--- src/verilog/pfp_regs.vh ---
`ifndef PFP_REGS_VH
`define PFP_REGS_VH

// register byte offsets
`define PFP_OFS_MASK      24'hffe384
`define PFP_OFS_STAT      24'hffe385
`define PFP_OFS_CTL       24'hffe388
`define PFP_ADDR_W        24

// fault_source_mask fields
`define PFP_FM_PIN        0
`define PFP_FM_CMP        1
`define PFP_FM_F1         2
`define PFP_FM_DBG        5
`define PFP_FM_WMASK      8'h27
`define PFP_FM_RESET      8'h00

// fault_status_flags fields
`define PFP_FS_PIN        0
`define PFP_FS_CMP        1
`define PFP_FS_F1         2
`define PFP_FS_DBG        5
`define PFP_FS_RLD        7
`define PFP_FS_FAULTS     8'h27
`define PFP_FS_RESET      8'h00

// fault_recovery_control fields
`define PFP_FC_PIN_RST    0
`define PFP_FC_PIN_INT    1
`define PFP_FC_CMPA_RST   2
`define PFP_FC_CMPA_INT   3
`define PFP_FC_CMPB_RST   4
`define PFP_FC_CMPB_INT   5
`define PFP_FC_DBG_RST    6
`define PFP_FC_WMASK      8'h7f
`define PFP_FC_RESET      8'h00

// reload rate select codes
`define PFP_RLD_W         2
`define PFP_RLD_CNT_W     3
`define PFP_RLD_CNT_ZERO  3'h0
`define PFP_RLD_DIV1      2'h0
`define PFP_RLD_DIV2      2'h1
`define PFP_RLD_DIV4      2'h2
`define PFP_RLD_DIV8      2'h3
`define PFP_RLD_LAST1     3'h0
`define PFP_RLD_LAST2     3'h1
`define PFP_RLD_LAST4     3'h3
`define PFP_RLD_LAST8     3'h7

// output block
`define PFP_NOUT          6
`define PFP_OUT_ZERO      6'h00
`define PFP_BYTE_ZERO     8'h00

`endif

--- src/verilog/pfp_flag.v ---
`timescale 1ns/1ps
`default_nettype none

// one sticky fault flag: set wins, clear only when source gone
module pfp_flag
(
   input  wire clk,
   input  wire rst,
   input  wire set_in,
   input  wire clr_in,
   input  wire src_act,
   output reg  flag_r
);

   always @(posedge clk or posedge rst)
   begin
      if (rst)
         flag_r <= 1'b0;
      else if (set_in)
         flag_r <= 1'b1;
      else if (clr_in && !src_act)
         flag_r <= 1'b0;
   end

endmodule // pfp_flag

`default_nettype wire

--- src/verilog/pfp_fault_protect.v ---
`timescale 1ns/1ps
`default_nettype none
`include "pfp_regs.vh"

//Function
// - mask bits only settable by writes
// - mask and control writes need modulator disabled
// - debug entry faults unless mask bit 5
// - second fault input faults unless bit 2
// - comparator faults unless mask bit 1
// - fault pin faults unless mask bit 0
// - masked source never sets its flag, except the debug flag
// - reload flag latches on every reload
// - debug flag latches on debug entry
// - second fault flag latches when unmasked
// - comparator flag latches when unmasked
// - primary fault flag latches when unmasked
// - write one clears flag, zero keeps
// - fault flag clears only after source deasserts
// - automatic recovery at next period start
// - software recovery needs clear flags, reload
// - interrupt enables gate pin and per-comparator flag interrupts; comparator edge pulse passes on either comparator enable
// - comparators fault and raise system exception
// - fault forces all six outputs off
// - reload every 1, 2, 4, 8 periods
module pfp_fault_protect
(
   input  wire                   clk,
   input  wire                   rst,
   input  wire [`PFP_ADDR_W-1:0] reg_addr,
   input  wire [7:0]             reg_wdata,
   input  wire                   reg_wr,
   input  wire                   reg_rd,
   output reg  [7:0]             reg_rdata,
   input  wire                   modulator_enable,
   input  wire [1:0]             reload_rate_select,
   input  wire                   period_end,
   input  wire                   fault_pin,
   input  wire                   second_fault_in,
   input  wire                   comparator_a,
   input  wire                   comparator_b,
   input  wire                   debug_mode,
   input  wire [`PFP_NOUT-1:0]   pwm_in,
   input  wire [`PFP_NOUT-1:0]   off_state,
   output reg  [`PFP_NOUT-1:0]   pwm_out,
   output wire                   pwm_owned,
   output wire                   fault_active,
   output wire                   reload_event,
   output wire                   fault_irq,
   output wire                   comparator_exception
);

   // output ownership states
   localparam ST_RUN  = 2'h0;
   localparam ST_AUTO = 2'h1;
   localparam ST_SOFT = 2'h2;

   reg  [7:0]                fault_source_mask_r;
   reg  [7:0]                fault_recovery_control_r;
   reg                       reload_seen_flag_r;
   reg                       debug_prev_r;
   reg  [`PFP_RLD_CNT_W-1:0] period_cnt_r;
   reg  [`PFP_RLD_CNT_W-1:0] period_last;
   reg  [1:0]                own_state_r;
   reg  [1:0]                own_state_nxt;
   reg                       cmp_prev_r;
   reg                       cmp_event_r;
   reg                       cmpa_seen_r;
   reg                       cmpb_seen_r;
   wire                      debug_entry;
   wire                      sel_mask;
   wire                      sel_stat;
   wire                      sel_ctl;
   wire                      stat_wr;
   wire                      src_pin;
   wire                      src_cmp;
   wire                      src_f1;
   wire                      src_dbg;
   wire                      primary_fault_flag;
   wire                      comparator_flag;
   wire                      second_fault_flag;
   wire                      debug_entry_flag;
   wire [7:0]                fault_status_flags;
   wire                      any_flag;
   wire                      sw_mode;
   wire                      cmp_any;
   wire                      irq_pin;
   wire                      irq_cmpa;
   wire                      irq_cmpb;

   assign sel_mask = (reg_addr == `PFP_OFS_MASK);
   assign sel_stat = (reg_addr == `PFP_OFS_STAT);
   assign sel_ctl  = (reg_addr == `PFP_OFS_CTL);
   assign stat_wr  = reg_wr && sel_stat;

   assign debug_entry = debug_mode && !debug_prev_r;
   assign cmp_any     = comparator_a | comparator_b;

   // source qualified by its mask bit
   assign src_pin = fault_pin &
                    ~fault_source_mask_r[`PFP_FM_PIN];
   assign src_cmp = cmp_any &
                    ~fault_source_mask_r[`PFP_FM_CMP];
   assign src_f1  = second_fault_in &
                    ~fault_source_mask_r[`PFP_FM_F1];
   assign src_dbg = debug_mode &
                    ~fault_source_mask_r[`PFP_FM_DBG];

   assign fault_active = src_pin | src_cmp | src_f1 | src_dbg;
   assign comparator_exception = cmp_any;

   // mask: set-only, locked while modulator runs
   always @(posedge clk or posedge rst)
   begin
      if (rst)
         fault_source_mask_r <= `PFP_FM_RESET;
      else if (reg_wr && sel_mask && !modulator_enable)
         fault_source_mask_r <= fault_source_mask_r |
                                (reg_wdata & `PFP_FM_WMASK);
   end

   always @(posedge clk or posedge rst)
   begin
      if (rst)
         fault_recovery_control_r <= `PFP_FC_RESET;
      else if (reg_wr && sel_ctl && !modulator_enable)
         fault_recovery_control_r <= reg_wdata & `PFP_FC_WMASK;
   end

   always @(posedge clk or posedge rst)
   begin
      if (rst)
      begin
         debug_prev_r <= 1'b0;
         cmp_prev_r   <= 1'b0;
      end
      else
      begin
         debug_prev_r <= debug_mode;
         cmp_prev_r   <= cmp_any;
      end
   end

   // flags: set only by unmasked sources, debug flag by any debug entry
   pfp_flag u_flag_pin
   (
      .clk     (clk),
      .rst     (rst),
      .set_in  (src_pin),
      .clr_in  (stat_wr && reg_wdata[`PFP_FS_PIN]),
      .src_act (fault_pin),
      .flag_r  (primary_fault_flag)
   );

   pfp_flag u_flag_cmp
   (
      .clk     (clk),
      .rst     (rst),
      .set_in  (src_cmp),
      .clr_in  (stat_wr && reg_wdata[`PFP_FS_CMP]),
      .src_act (cmp_any),
      .flag_r  (comparator_flag)
   );

   pfp_flag u_flag_f1
   (
      .clk     (clk),
      .rst     (rst),
      .set_in  (src_f1),
      .clr_in  (stat_wr && reg_wdata[`PFP_FS_F1]),
      .src_act (second_fault_in),
      .flag_r  (second_fault_flag)
   );

   pfp_flag u_flag_dbg
   (
      .clk     (clk),
      .rst     (rst),
      .set_in  (debug_entry),
      .clr_in  (stat_wr && reg_wdata[`PFP_FS_DBG]),
      .src_act (debug_mode),
      .flag_r  (debug_entry_flag)
   );

   // reload divider
   always @*
   begin
      case (reload_rate_select)
         `PFP_RLD_DIV1: period_last = `PFP_RLD_LAST1;
         `PFP_RLD_DIV2: period_last = `PFP_RLD_LAST2;
         `PFP_RLD_DIV4: period_last = `PFP_RLD_LAST4;
         `PFP_RLD_DIV8: period_last = `PFP_RLD_LAST8;
         default:       period_last = `PFP_RLD_LAST1;
      endcase
   end

   assign reload_event = period_end && modulator_enable &&
                         (period_cnt_r >= period_last);

   always @(posedge clk or posedge rst)
   begin
      if (rst)
         period_cnt_r <= `PFP_RLD_CNT_ZERO;
      else if (!modulator_enable)
         period_cnt_r <= `PFP_RLD_CNT_ZERO;
      else if (reload_event)
         period_cnt_r <= `PFP_RLD_CNT_ZERO;
      else if (period_end)
         period_cnt_r <= period_cnt_r + 1'b1;
   end

   always @(posedge clk or posedge rst)
   begin
      if (rst)
         reload_seen_flag_r <= 1'b0;
      else if (reload_event)
         reload_seen_flag_r <= 1'b1;
      else if (stat_wr && reg_wdata[`PFP_FS_RLD])
         reload_seen_flag_r <= 1'b0;
   end

   assign fault_status_flags = {reload_seen_flag_r, 1'b0,
                                debug_entry_flag, 2'b00,
                                second_fault_flag, comparator_flag,
                                primary_fault_flag};
   assign any_flag = |(fault_status_flags & `PFP_FS_FAULTS);

   // software recovery if any tripping source asks for it
   assign sw_mode =
      (src_dbg & fault_recovery_control_r[`PFP_FC_DBG_RST]) |
      (src_cmp & (fault_recovery_control_r[`PFP_FC_CMPA_RST] |
                  fault_recovery_control_r[`PFP_FC_CMPB_RST])) |
      ((src_pin | src_f1) & fault_recovery_control_r[`PFP_FC_PIN_RST]);

   // output ownership: run, automatic or software recovery
   always @*
   begin
      own_state_nxt = own_state_r;
      case (own_state_r)
         ST_RUN:
         begin
            if (fault_active)
               own_state_nxt = sw_mode ? ST_SOFT : ST_AUTO;
         end
         ST_AUTO:
         begin
            if (fault_active && sw_mode)
               own_state_nxt = ST_SOFT;
            else if (!fault_active && period_end)
               own_state_nxt = ST_RUN;
         end
         ST_SOFT:
         begin
            if (!fault_active && !any_flag && reload_event)
               own_state_nxt = ST_RUN;
         end
         default:
            own_state_nxt = ST_RUN;
      endcase
   end

   always @(posedge clk or posedge rst)
   begin
      if (rst)
         own_state_r <= ST_RUN;
      else
         own_state_r <= own_state_nxt;
   end

   assign pwm_owned = !fault_active && (own_state_r == ST_RUN);

   always @(posedge clk or posedge rst)
   begin
      if (rst)
         pwm_out <= `PFP_OUT_ZERO;
      else if (pwm_owned)
         pwm_out <= pwm_in;
      else
         pwm_out <= off_state;
   end

   // interrupt request while enabled source flag set, plus comparator rising-edge pulse
   always @(posedge clk or posedge rst)
   begin
      if (rst)
         cmp_event_r <= 1'b0;
      else
         cmp_event_r <= cmp_any && !cmp_prev_r;
   end

   // which comparator set the shared flag, kept while flag set
   always @(posedge clk or posedge rst)
   begin
      if (rst)
      begin
         cmpa_seen_r <= 1'b0;
         cmpb_seen_r <= 1'b0;
      end
      else
      begin
         cmpa_seen_r <= (src_cmp & comparator_a) |
                        (cmpa_seen_r & comparator_flag);
         cmpb_seen_r <= (src_cmp & comparator_b) |
                        (cmpb_seen_r & comparator_flag);
      end
   end

   assign irq_pin  = primary_fault_flag &
                     fault_recovery_control_r[`PFP_FC_PIN_INT];
   assign irq_cmpa = comparator_flag & cmpa_seen_r &
                     fault_recovery_control_r[`PFP_FC_CMPA_INT];
   assign irq_cmpb = comparator_flag & cmpb_seen_r &
                     fault_recovery_control_r[`PFP_FC_CMPB_INT];
   assign fault_irq = irq_pin | irq_cmpa | irq_cmpb |
                      (cmp_event_r & comparator_flag &
                       (fault_recovery_control_r[`PFP_FC_CMPA_INT] |
                        fault_recovery_control_r[`PFP_FC_CMPB_INT]));

   // read port, data one cycle after strobe
   always @(posedge clk or posedge rst)
   begin
      if (rst)
         reg_rdata <= `PFP_BYTE_ZERO;
      else if (reg_rd)
      begin
         if (sel_mask)
            reg_rdata <= fault_source_mask_r;
         else if (sel_stat)
            reg_rdata <= fault_status_flags;
         else if (sel_ctl)
            reg_rdata <= fault_recovery_control_r;
         else
            reg_rdata <= `PFP_BYTE_ZERO;
      end
      else
         reg_rdata <= `PFP_BYTE_ZERO;
   end

endmodule // pfp_fault_protect

`default_nettype wire

--- config.mk ---
export PLATFORM = sky130hd
export DESIGN_NAME = pfp_fault_protect
export DESIGN_NICKNAME = d
export VERILOG_FILES = /design/src/verilog/pfp_flag.v /design/src/verilog/pfp_fault_protect.v
export VERILOG_INCLUDE_DIRS = /design/src /design/src/verilog
export SDC_FILE = /design/constraint.sdc
export NUM_CORES = 1
export LEC_CHECK = 0
export ABC_AREA = 0
export BUFFER_PORTS_ARGS = -buffer_cell sky130_fd_sc_hd__buf_2
export CAP_MARGIN = 0
export CORE_UTILIZATION = 43
export CTS_CLUSTER_DIAMETER = 80
export DETAILED_ROUTE_END_ITERATION = 8
export GPL_TIMING_DRIVEN = 0
export PLACE_DENSITY = 0.74
export REMOVE_ABC_BUFFERS = 1
export SYNTH_ARGS = -nofsm -noshare
export SYNTH_HDL_FRONTEND = slang
export SYNTH_SLANG_ARGS = --single-unit
--- constraint.sdc ---
create_clock -name clk -period 1.5 [get_ports clk]
set_clock_uncertainty 0.05 [all_clocks]
set_input_delay 0.15 -clock clk [delete_from_list [all_inputs] [get_ports clk]]
set_output_delay 0.15 -clock clk [all_outputs]
set_load 0.01 [all_outputs]
==> summary.md, run 1 <==
| Metric | Value |
|---|---|
| Status | finished with violations |
| Failing checks | hold timing, setup timing |
| Final setup viols | 15 |
| Core Area | ~4400 sq um |
| DRT antenna net count | 0 |
| Largest stage delay on the critical path | approximately 380 ps |
| Top-count cell post-synth | dfrtp_1 |
| I/O pin total | 76 |
| Ys flop type | dfrtp_1 |
| Initial antenna violation count | 0 |
| Diodes inserted | 0 |
| Hold slack | -34.10 ps |
| Via density per instance | 5.201 |
| Synthesized area per cell | roughly 11 sq um |
| Worst R2R End | pwm_out[0] |
| Clock share of power | 0.376 |
| Total power per unit cell area | 825.5 nW/um^2 |
| Routability Congestion | 0.7568 |
| Minimum clock period | 1714 ps |
| Total number of vias | between 1.5k and 2k |
| Clk buf depth | 2 |
| Rows | 24 |
| Final hold violation count | 40 |
| Post-synthesis sequential area ratio | 0.5044 |
| Netlist cell types | between 40 and 50 |
| Clock-pin slew on the worst setup and hold paths | around 80 ps |
| Maximum vdd drop | 0.5109 mV |
| Actual slew at the worst max-slew pin | 839.7 ps |
| Post-synth top cells | dfrtp_1, nand2_1, inv_1, o21ai_0, nor2_1 |
| Fin crit share | 1.142 |
| CP endpoint kind | primary output |
| Placed inst area | 2405 sq um |
| Fin worst setup slack | -213.7 ps |
| Nets | 332 |
| Reg-to-Reg Start | fault_source_mask_r[0] |
| CP Launch Type | flip-flop |
| DRT iter0 DRCs | 44 |
| Total global routing overflow | 0 |
| Mapped Area | 1984 sq um |
| IO Port Bufs | 75 |
| FF+latch count, synth | 40 |
| Peak Freq | 583.5 MHz |
| Die area | 4890 sq um |
| Root buffer cell | clkbuf_8 |
| Layout area overhead | 39.97% |
| First-pass DRT Iterations | 5 |
| Comb power frac | 0.141 |
| Initial Utilization | 0.4526 |
| Mapped Cells | 175 |
| First-pass GRT wire length | 7.831 mm |
| Max-Cap Viols | 0 |
| Worst path required time | 1300 ps |
| Hold WC Path Type | in -> async |
| Die extent in x | 69.93 microns |
| Vias in the first global route | 1,713 |
| Seq pwr share | 0.483 |
| Max-slew headroom | 0.4394 |
| Critical path cell sequence | or2b_1 > o2111ai_4 > or3_4 > inv_2 > buf_6 |
| DRC viols | 0 |
| Gr usage total | 0.2022 |
| Warnings from Yosys | 0 |
| Yosys top cell by area | dfrtp_1 |
| Unrepaired setup endpoints after global routing | yes |
| Final instance area | 2778 sq um |
| Fraction of registers with async set or reset after synthesis | 1.000 |
| Slowest CP cell | or3_4 |
| Worst skew pair latency | just under 300 ps |
| Post-synth EDFFs | 0 |
| Max Transition Viols Final | 0 |
| Max FO, Critical Path | 3 |
| R2r setup slk | -150 ps |
| # clock sinks | 40 |
| P_leak | 1.482 nW |
| Worst r2r path cells | 5 |
| Crit Path Class | reg -> out |
| Leading post-synthesis cells by cell area | dfrtp_1, mux2_4, mux2_1 |
| Number of CTS-inserted buffers | 5 |
| Yosys top cell area share | 0.5044 |
| Crit path arrival time | 1510 ps |
| Final WL | 4.607 mm |
| Sw Share | 0.2311 |
| Total power | 2.293 mW |
| Layout cell share with drive strength beyond 1 | 0.4743 |
| Largest net degree at the start of global routing | 41 |
| CTS tree | done |
| Average wire per cell in the routed design | 14.22 microns |
| Switching power | 0.5299 mW |
| Post-detail-place hpwl | 3.236 mm |
| Htree depth | 2 |
| Internal | ~1.8 mW |
| Die Y | roughly 70 microns |
## flip-flops by register name, summed over array words and instances, names as in the netlist, 2 cells and up
name / count
pwm_out: 6
fault_source_mask_r: 4
fault_recovery_control_r: 7
period_cnt_r: 3
reg_rdata: 8
own_state_r: 2
## per-stage QoR
stage	cells	TNS (ps)	hold slack, ps	util	setup slack, ps
2_1_floorplan	172	-1330	131.4	-	-175.0
3_3_place_gp	299	-14910	255.3	0.5485	-406.1
3_5_place_dp	299	-8115	252.0	0.5485	-398.0
4_1_cts	322	-2462	1.893	0.6216	-264.8
5_1_grt	324	-2739	24.77	0.6336	-257.3
6_report	324	-2009	-34.10	0.6336	-213.7
## metal layers
layer,up-vias,part of all wire,track usage
li1,817,-,-
met1,823,0.45,0.2616
met2,41,0.51,0.3472
met3,4,0.034,0.05051
met4,0,0.0059,0.03556
met5,-,0,0
## worst max-delay path, delay by kind of cell, from the launching register on
kind | cells | cell delay (ps)
buffers and inverters | 2 | 160
AOI/OAI and AO/OA | 1 | 150
DFF | 1 | 360
and+or+nand+nor | 2 | 570
## cell type report
class | count | area, sq um
inverter | 14 | 52.55
clock inverter | 2 | 35.03
sequential | 40 | 1002
fill | 362 | 1607
multi-input combinational | 118 | 1013
timing repair buffer | 92 | 536.8
clock buffer | 6 | 72.57
tap | 52 | 65.06
## logic make-up (layout without fill, tap and decap cells)
logic type / Yosys count / after routing / share of synthesized area
AOI/OAI and AO/OA: 39 / 39 / 0.1557
adders and majority gates: 4 / 4 / 0.02522
buffers and inverters: 17 / 114 / 0.03657
DFF: 40 / 40 / 0.5044
muxes: 13 / 13 / 0.08512
and+or+nand+nor: 62 / 62 / 0.1929
## placed cells by master, fill, tap and decap left out, types with 2 or more instances in the layout
master     netlist  final
nand3b_1         2      2
buf_4            0     11
o211a_1          4      4
buf_2            1     73
ha_4             0      2
nand4_1          2      2
and4_1           2      2
nand2_1         15     15
clkbuf_8         0      5
inv_1           13     11
mux2_1           7      7
mux2_4           6      6
buf_6            1      7
o21ai_0         10      9
a21boi_1         2      2
and3_1           5      4
nand2b_1         6      5
nor2b_2          0      2
inv_2            1      3
nand3_1          2      2
o211ai_1         2      2
a21oi_1          4      4
nor2_1           9      8
nor2b_1          5      3
o21bai_1         3      3
ha_1             4      2
a2bb2oi_1        3      3
dfrtp_1         40     39
## worst max-delay path by stage
stage                                      start                  to
after floorplan           fault_source_mask_r[2]          pwm_out[0]
after global placement     reload_rate_select[1]  reload_seen_flag_r
after detailed placement   reload_rate_select[1]  reload_seen_flag_r
after CTS                 fault_source_mask_r[1]           pwm_owned
after global routing      fault_source_mask_r[0]           pwm_owned
final                     fault_source_mask_r[0]           pwm_owned
## repair_timing
item,4_1_cts,5_1_grt
endpoints found under the hold margin,1,0
gates cloned,0,0
pin swaps,9,4
resized for setup,20,9
setup endpoints to repair,17,23
setup buffers,14,5
hold buffers,1,0
## power by group through the flow
stage	registers (mW)	logic, mW	clock network [mW]
finish	1.11	0.324	0.862
global route	1.11	0.360	0.924
CTS	1.11	0.315	0.886
detailed placement	1.13	0.240	0
global placement	1.13	0.235	0
floorplan	1.13	0.116	0
No activity file was read; power rests on OpenSTA's default activity.
==> run 2, diff against run 1 <==
--- a/config.mk
+++ b/config.mk
@@ -14,6 +14,7 @@
 export DETAILED_ROUTE_END_ITERATION = 8
 export GPL_TIMING_DRIVEN = 0
 export PLACE_DENSITY = 0.74
+export RECOVER_POWER = 25
 export REMOVE_ABC_BUFFERS = 1
 export SYNTH_ARGS = -nofsm -noshare
 export SYNTH_HDL_FRONTEND = slang
==> run 2 against run 1 <==
Compared with the run above:
- the flow still finishes with violations (hold timing, setup timing)
- total power is essentially flat
- clock power is essentially flat
- first-iteration DRC count grew 2.3%
==> summary.md, run 2 (synthesis results as in run 1) <==
| Metric | Value |
|---|---|
| Status | finished with violations |
| Failing checks | hold timing, setup timing |
| Layout cell share with drive strength beyond 1 | 0.4706 |
| Worst skew pair latency | 290 ps |
| Clk buf depth | 2 |
| Critical path cell sequence | or2b_1 > o2111ai_4 > or3_4 > inv_2 > buf_6 |
| Maximum vdd drop | 0.5109 mV |
| Most frequent cells in the layout | buf_2, dfrtp_1, nand2_1 |
| Layout area overhead | 39.91% |
| Minimum clock period | 1714 ps |
| Average wire per cell in the routed design | 14.22 microns |
| Fin crit share | 1.143 |
| Commonest non-fill, non-tap cell in the layout | buf_2 |
| Worst path required time | 1300 ps |
| Max Transition Viols Final | 0 |
| Placed cells | 299 |
| Largest register by flop count | reg_rdata |
| Largest net degree at the start of global routing | 41 |
| Clock-pin slew on the worst setup and hold paths | 80 ps |
| R2r setup slk | -150 ps |
| Die Y | 69.93 microns |
| Max-Cap Viols | 0 |
| Total global routing overflow | 0 |
| Hold slack | -34.10 ps |
| Worst R2R End | pwm_out[0] |
| Crit Path Class | reg -> out |
| Vias in the first global route | 1,713 |
| Clock share of power | 0.376 |
| Hold WC Path Type | in -> async |
| Final hold violation count | 40 |
| Seq pwr share | 0.483 |
| CP endpoint kind | primary output |
| Crit path from | fault_source_mask_r[0] |
| Initial antenna violation count | 0 |
| Core Area | ~4400 sq um |
| Gr usage total | 0.2022 |
| Via density per instance | around 5.2 |
| CTS tree | done |
| Placed inst area | 2405 sq um |
| Root buffer cell | clkbuf_8 |
| Internal | between 1.5 and 2 mW |
| DRC viols | 0 |
| Routability Congestion | 0.7568 |
| GR Layer Usage met2 | 0.3472 |
| Final setup viols | 15 |
| Regs by FF count | reg_rdata: 8 flops, fault_recovery_control_r: 7 flops, pwm_out: 6 flops |
| Met1 usage | 0.2616 |
| Max reg flops | 8 |
| Post-detail-place hpwl | between 3 and 4 mm |
| Most used routing layer | met2 |
| Total number of vias | 1,685 |
| Reg-to-Reg Start | fault_source_mask_r[0] |
| Largest stage delay on the critical path | 380 ps |
| Htree depth | 2 |
| Diodes inserted | 0 |
| Max FO, Critical Path | 3 |
| DRT antenna net count | 0 |
| Finished Layout Cells | 324 |
| DRT iter0 DRCs | 45 |
| Peak Freq | 583.5 MHz |
| Unrepaired setup endpoints after global routing | yes |
| Die area | 4890 sq um |
| Max-slew headroom | 0.4394 |
| Met3 usage | 0.05051 |
| Final instance area | roughly 2800 sq um |
| Crit path arrival time | 1510 ps |
| Die extent in x | 69.93 microns |
| P_leak | 1.479 nW |
| Final WL | 4.608 mm |
| Worst r2r path cells | 5 |
| Initial Utilization | 0.4526 |
| CP Launch Type | flip-flop |
| First-pass DRT Iterations | 5 |
| Total power | 2.293 mW |
| Sw Share | 0.2311 |
| First-pass GRT wire length | slightly below 8 mm |
| Slowest CP cell | or3_4 |
| TNS Setup | -2010 ps |
| Nets | around 330 |
| Rows | 24 |
| Number of CTS-inserted buffers | 5 |
| Comb power frac | 0.141 |
| I/O pin total | 76 |
| Pre-CTS setup slack | -398.0 ps |
| Fin worst setup slack | -213.8 ps |
| IO Port Bufs | 75 |
| Actual slew at the worst max-slew pin | 839.7 ps |
| Total power per unit cell area | 825.8 nW/um^2 |
| Switching power | 0.5299 mW |
| # clock sinks | 40 |
==> run 2: changes by cell type in the layout (fill, tap and decap cells not counted) <==
cell | before | now
buf_2 | 73 | 72
clkbuf_1 | 1 | 2
==> run 2: power by group through the flow <==
stage	combinational [mW]	sequential [mW]	clock, mW
after global routing	0.359	1.11	0.924
after global placement	0.235	1.13	0
final	0.323	1.11	0.862
after floorplan	0.116	1.13	0
after detailed placement	0.240	1.13	0
after CTS	0.315	1.11	0.886
==> run 2: worst max path at each step <==
stage                         end  slack (ps)  cells after the start
6_report                pwm_owned        -210                      5
3_3_place_gp   reload_seen_flag_r        -410                      7
3_5_place_dp   reload_seen_flag_r        -400                      7
5_1_grt                 pwm_owned        -260                      5
2_1_floorplan          pwm_out[0]        -180                      4
4_1_cts                 pwm_owned        -260                      5
==> run 2: metal layers <==
metal,routed length (microns),up-vias
li1,-,817
met1,2085,823
met2,2337,41
met3,158,4
met4,27,0
met5,0,-
==> run 2: what timing repair did <==
item                                    4_1_cts  5_1_grt
setup buffers                                14        5
endpoints found under the setup margin       17       23
gates resized for setup                      20        9
endpoints found under the hold margin         1        0
pin swaps                                     9        4
hold buffers                                  1        0
==> run 2: metrics by stage <==
| step | util | hold WS (ps) |
|---|---|---|
| after floorplan | - | 131.4 |
| after global placement | 0.5485 | 255.3 |
| after detailed placement | 0.5485 | 252.0 |
| after CTS | 0.6216 | 1.893 |
| after global routing | 0.6333 | 24.77 |
| final | 0.6333 | -34.10 |
==> run 2: layout make-up <==
| class | instances | area (sq um) |
|---|---|---|
| clock buffer | 6 | 72.57 |
| clock inverter | 2 | 35.03 |
| fill | 363 | 1608 |
| inverter | 14 | 52.55 |
| multi-input combinational | 118 | 1013 |
| sequential | 40 | 1002 |
| tap | 52 | 65.06 |
| timing repair buffer | 92 | 535.5 |
==> run 2: critical path, delay by kind of cell, from the launching register on <==
kind | cells | cell delay [ps]
AO/OA/AOI/OAI | 1 | 150
AND/OR/NAND/NOR | 2 | 570
buffers and inverters | 2 | 160
flip-flops | 1 | 360
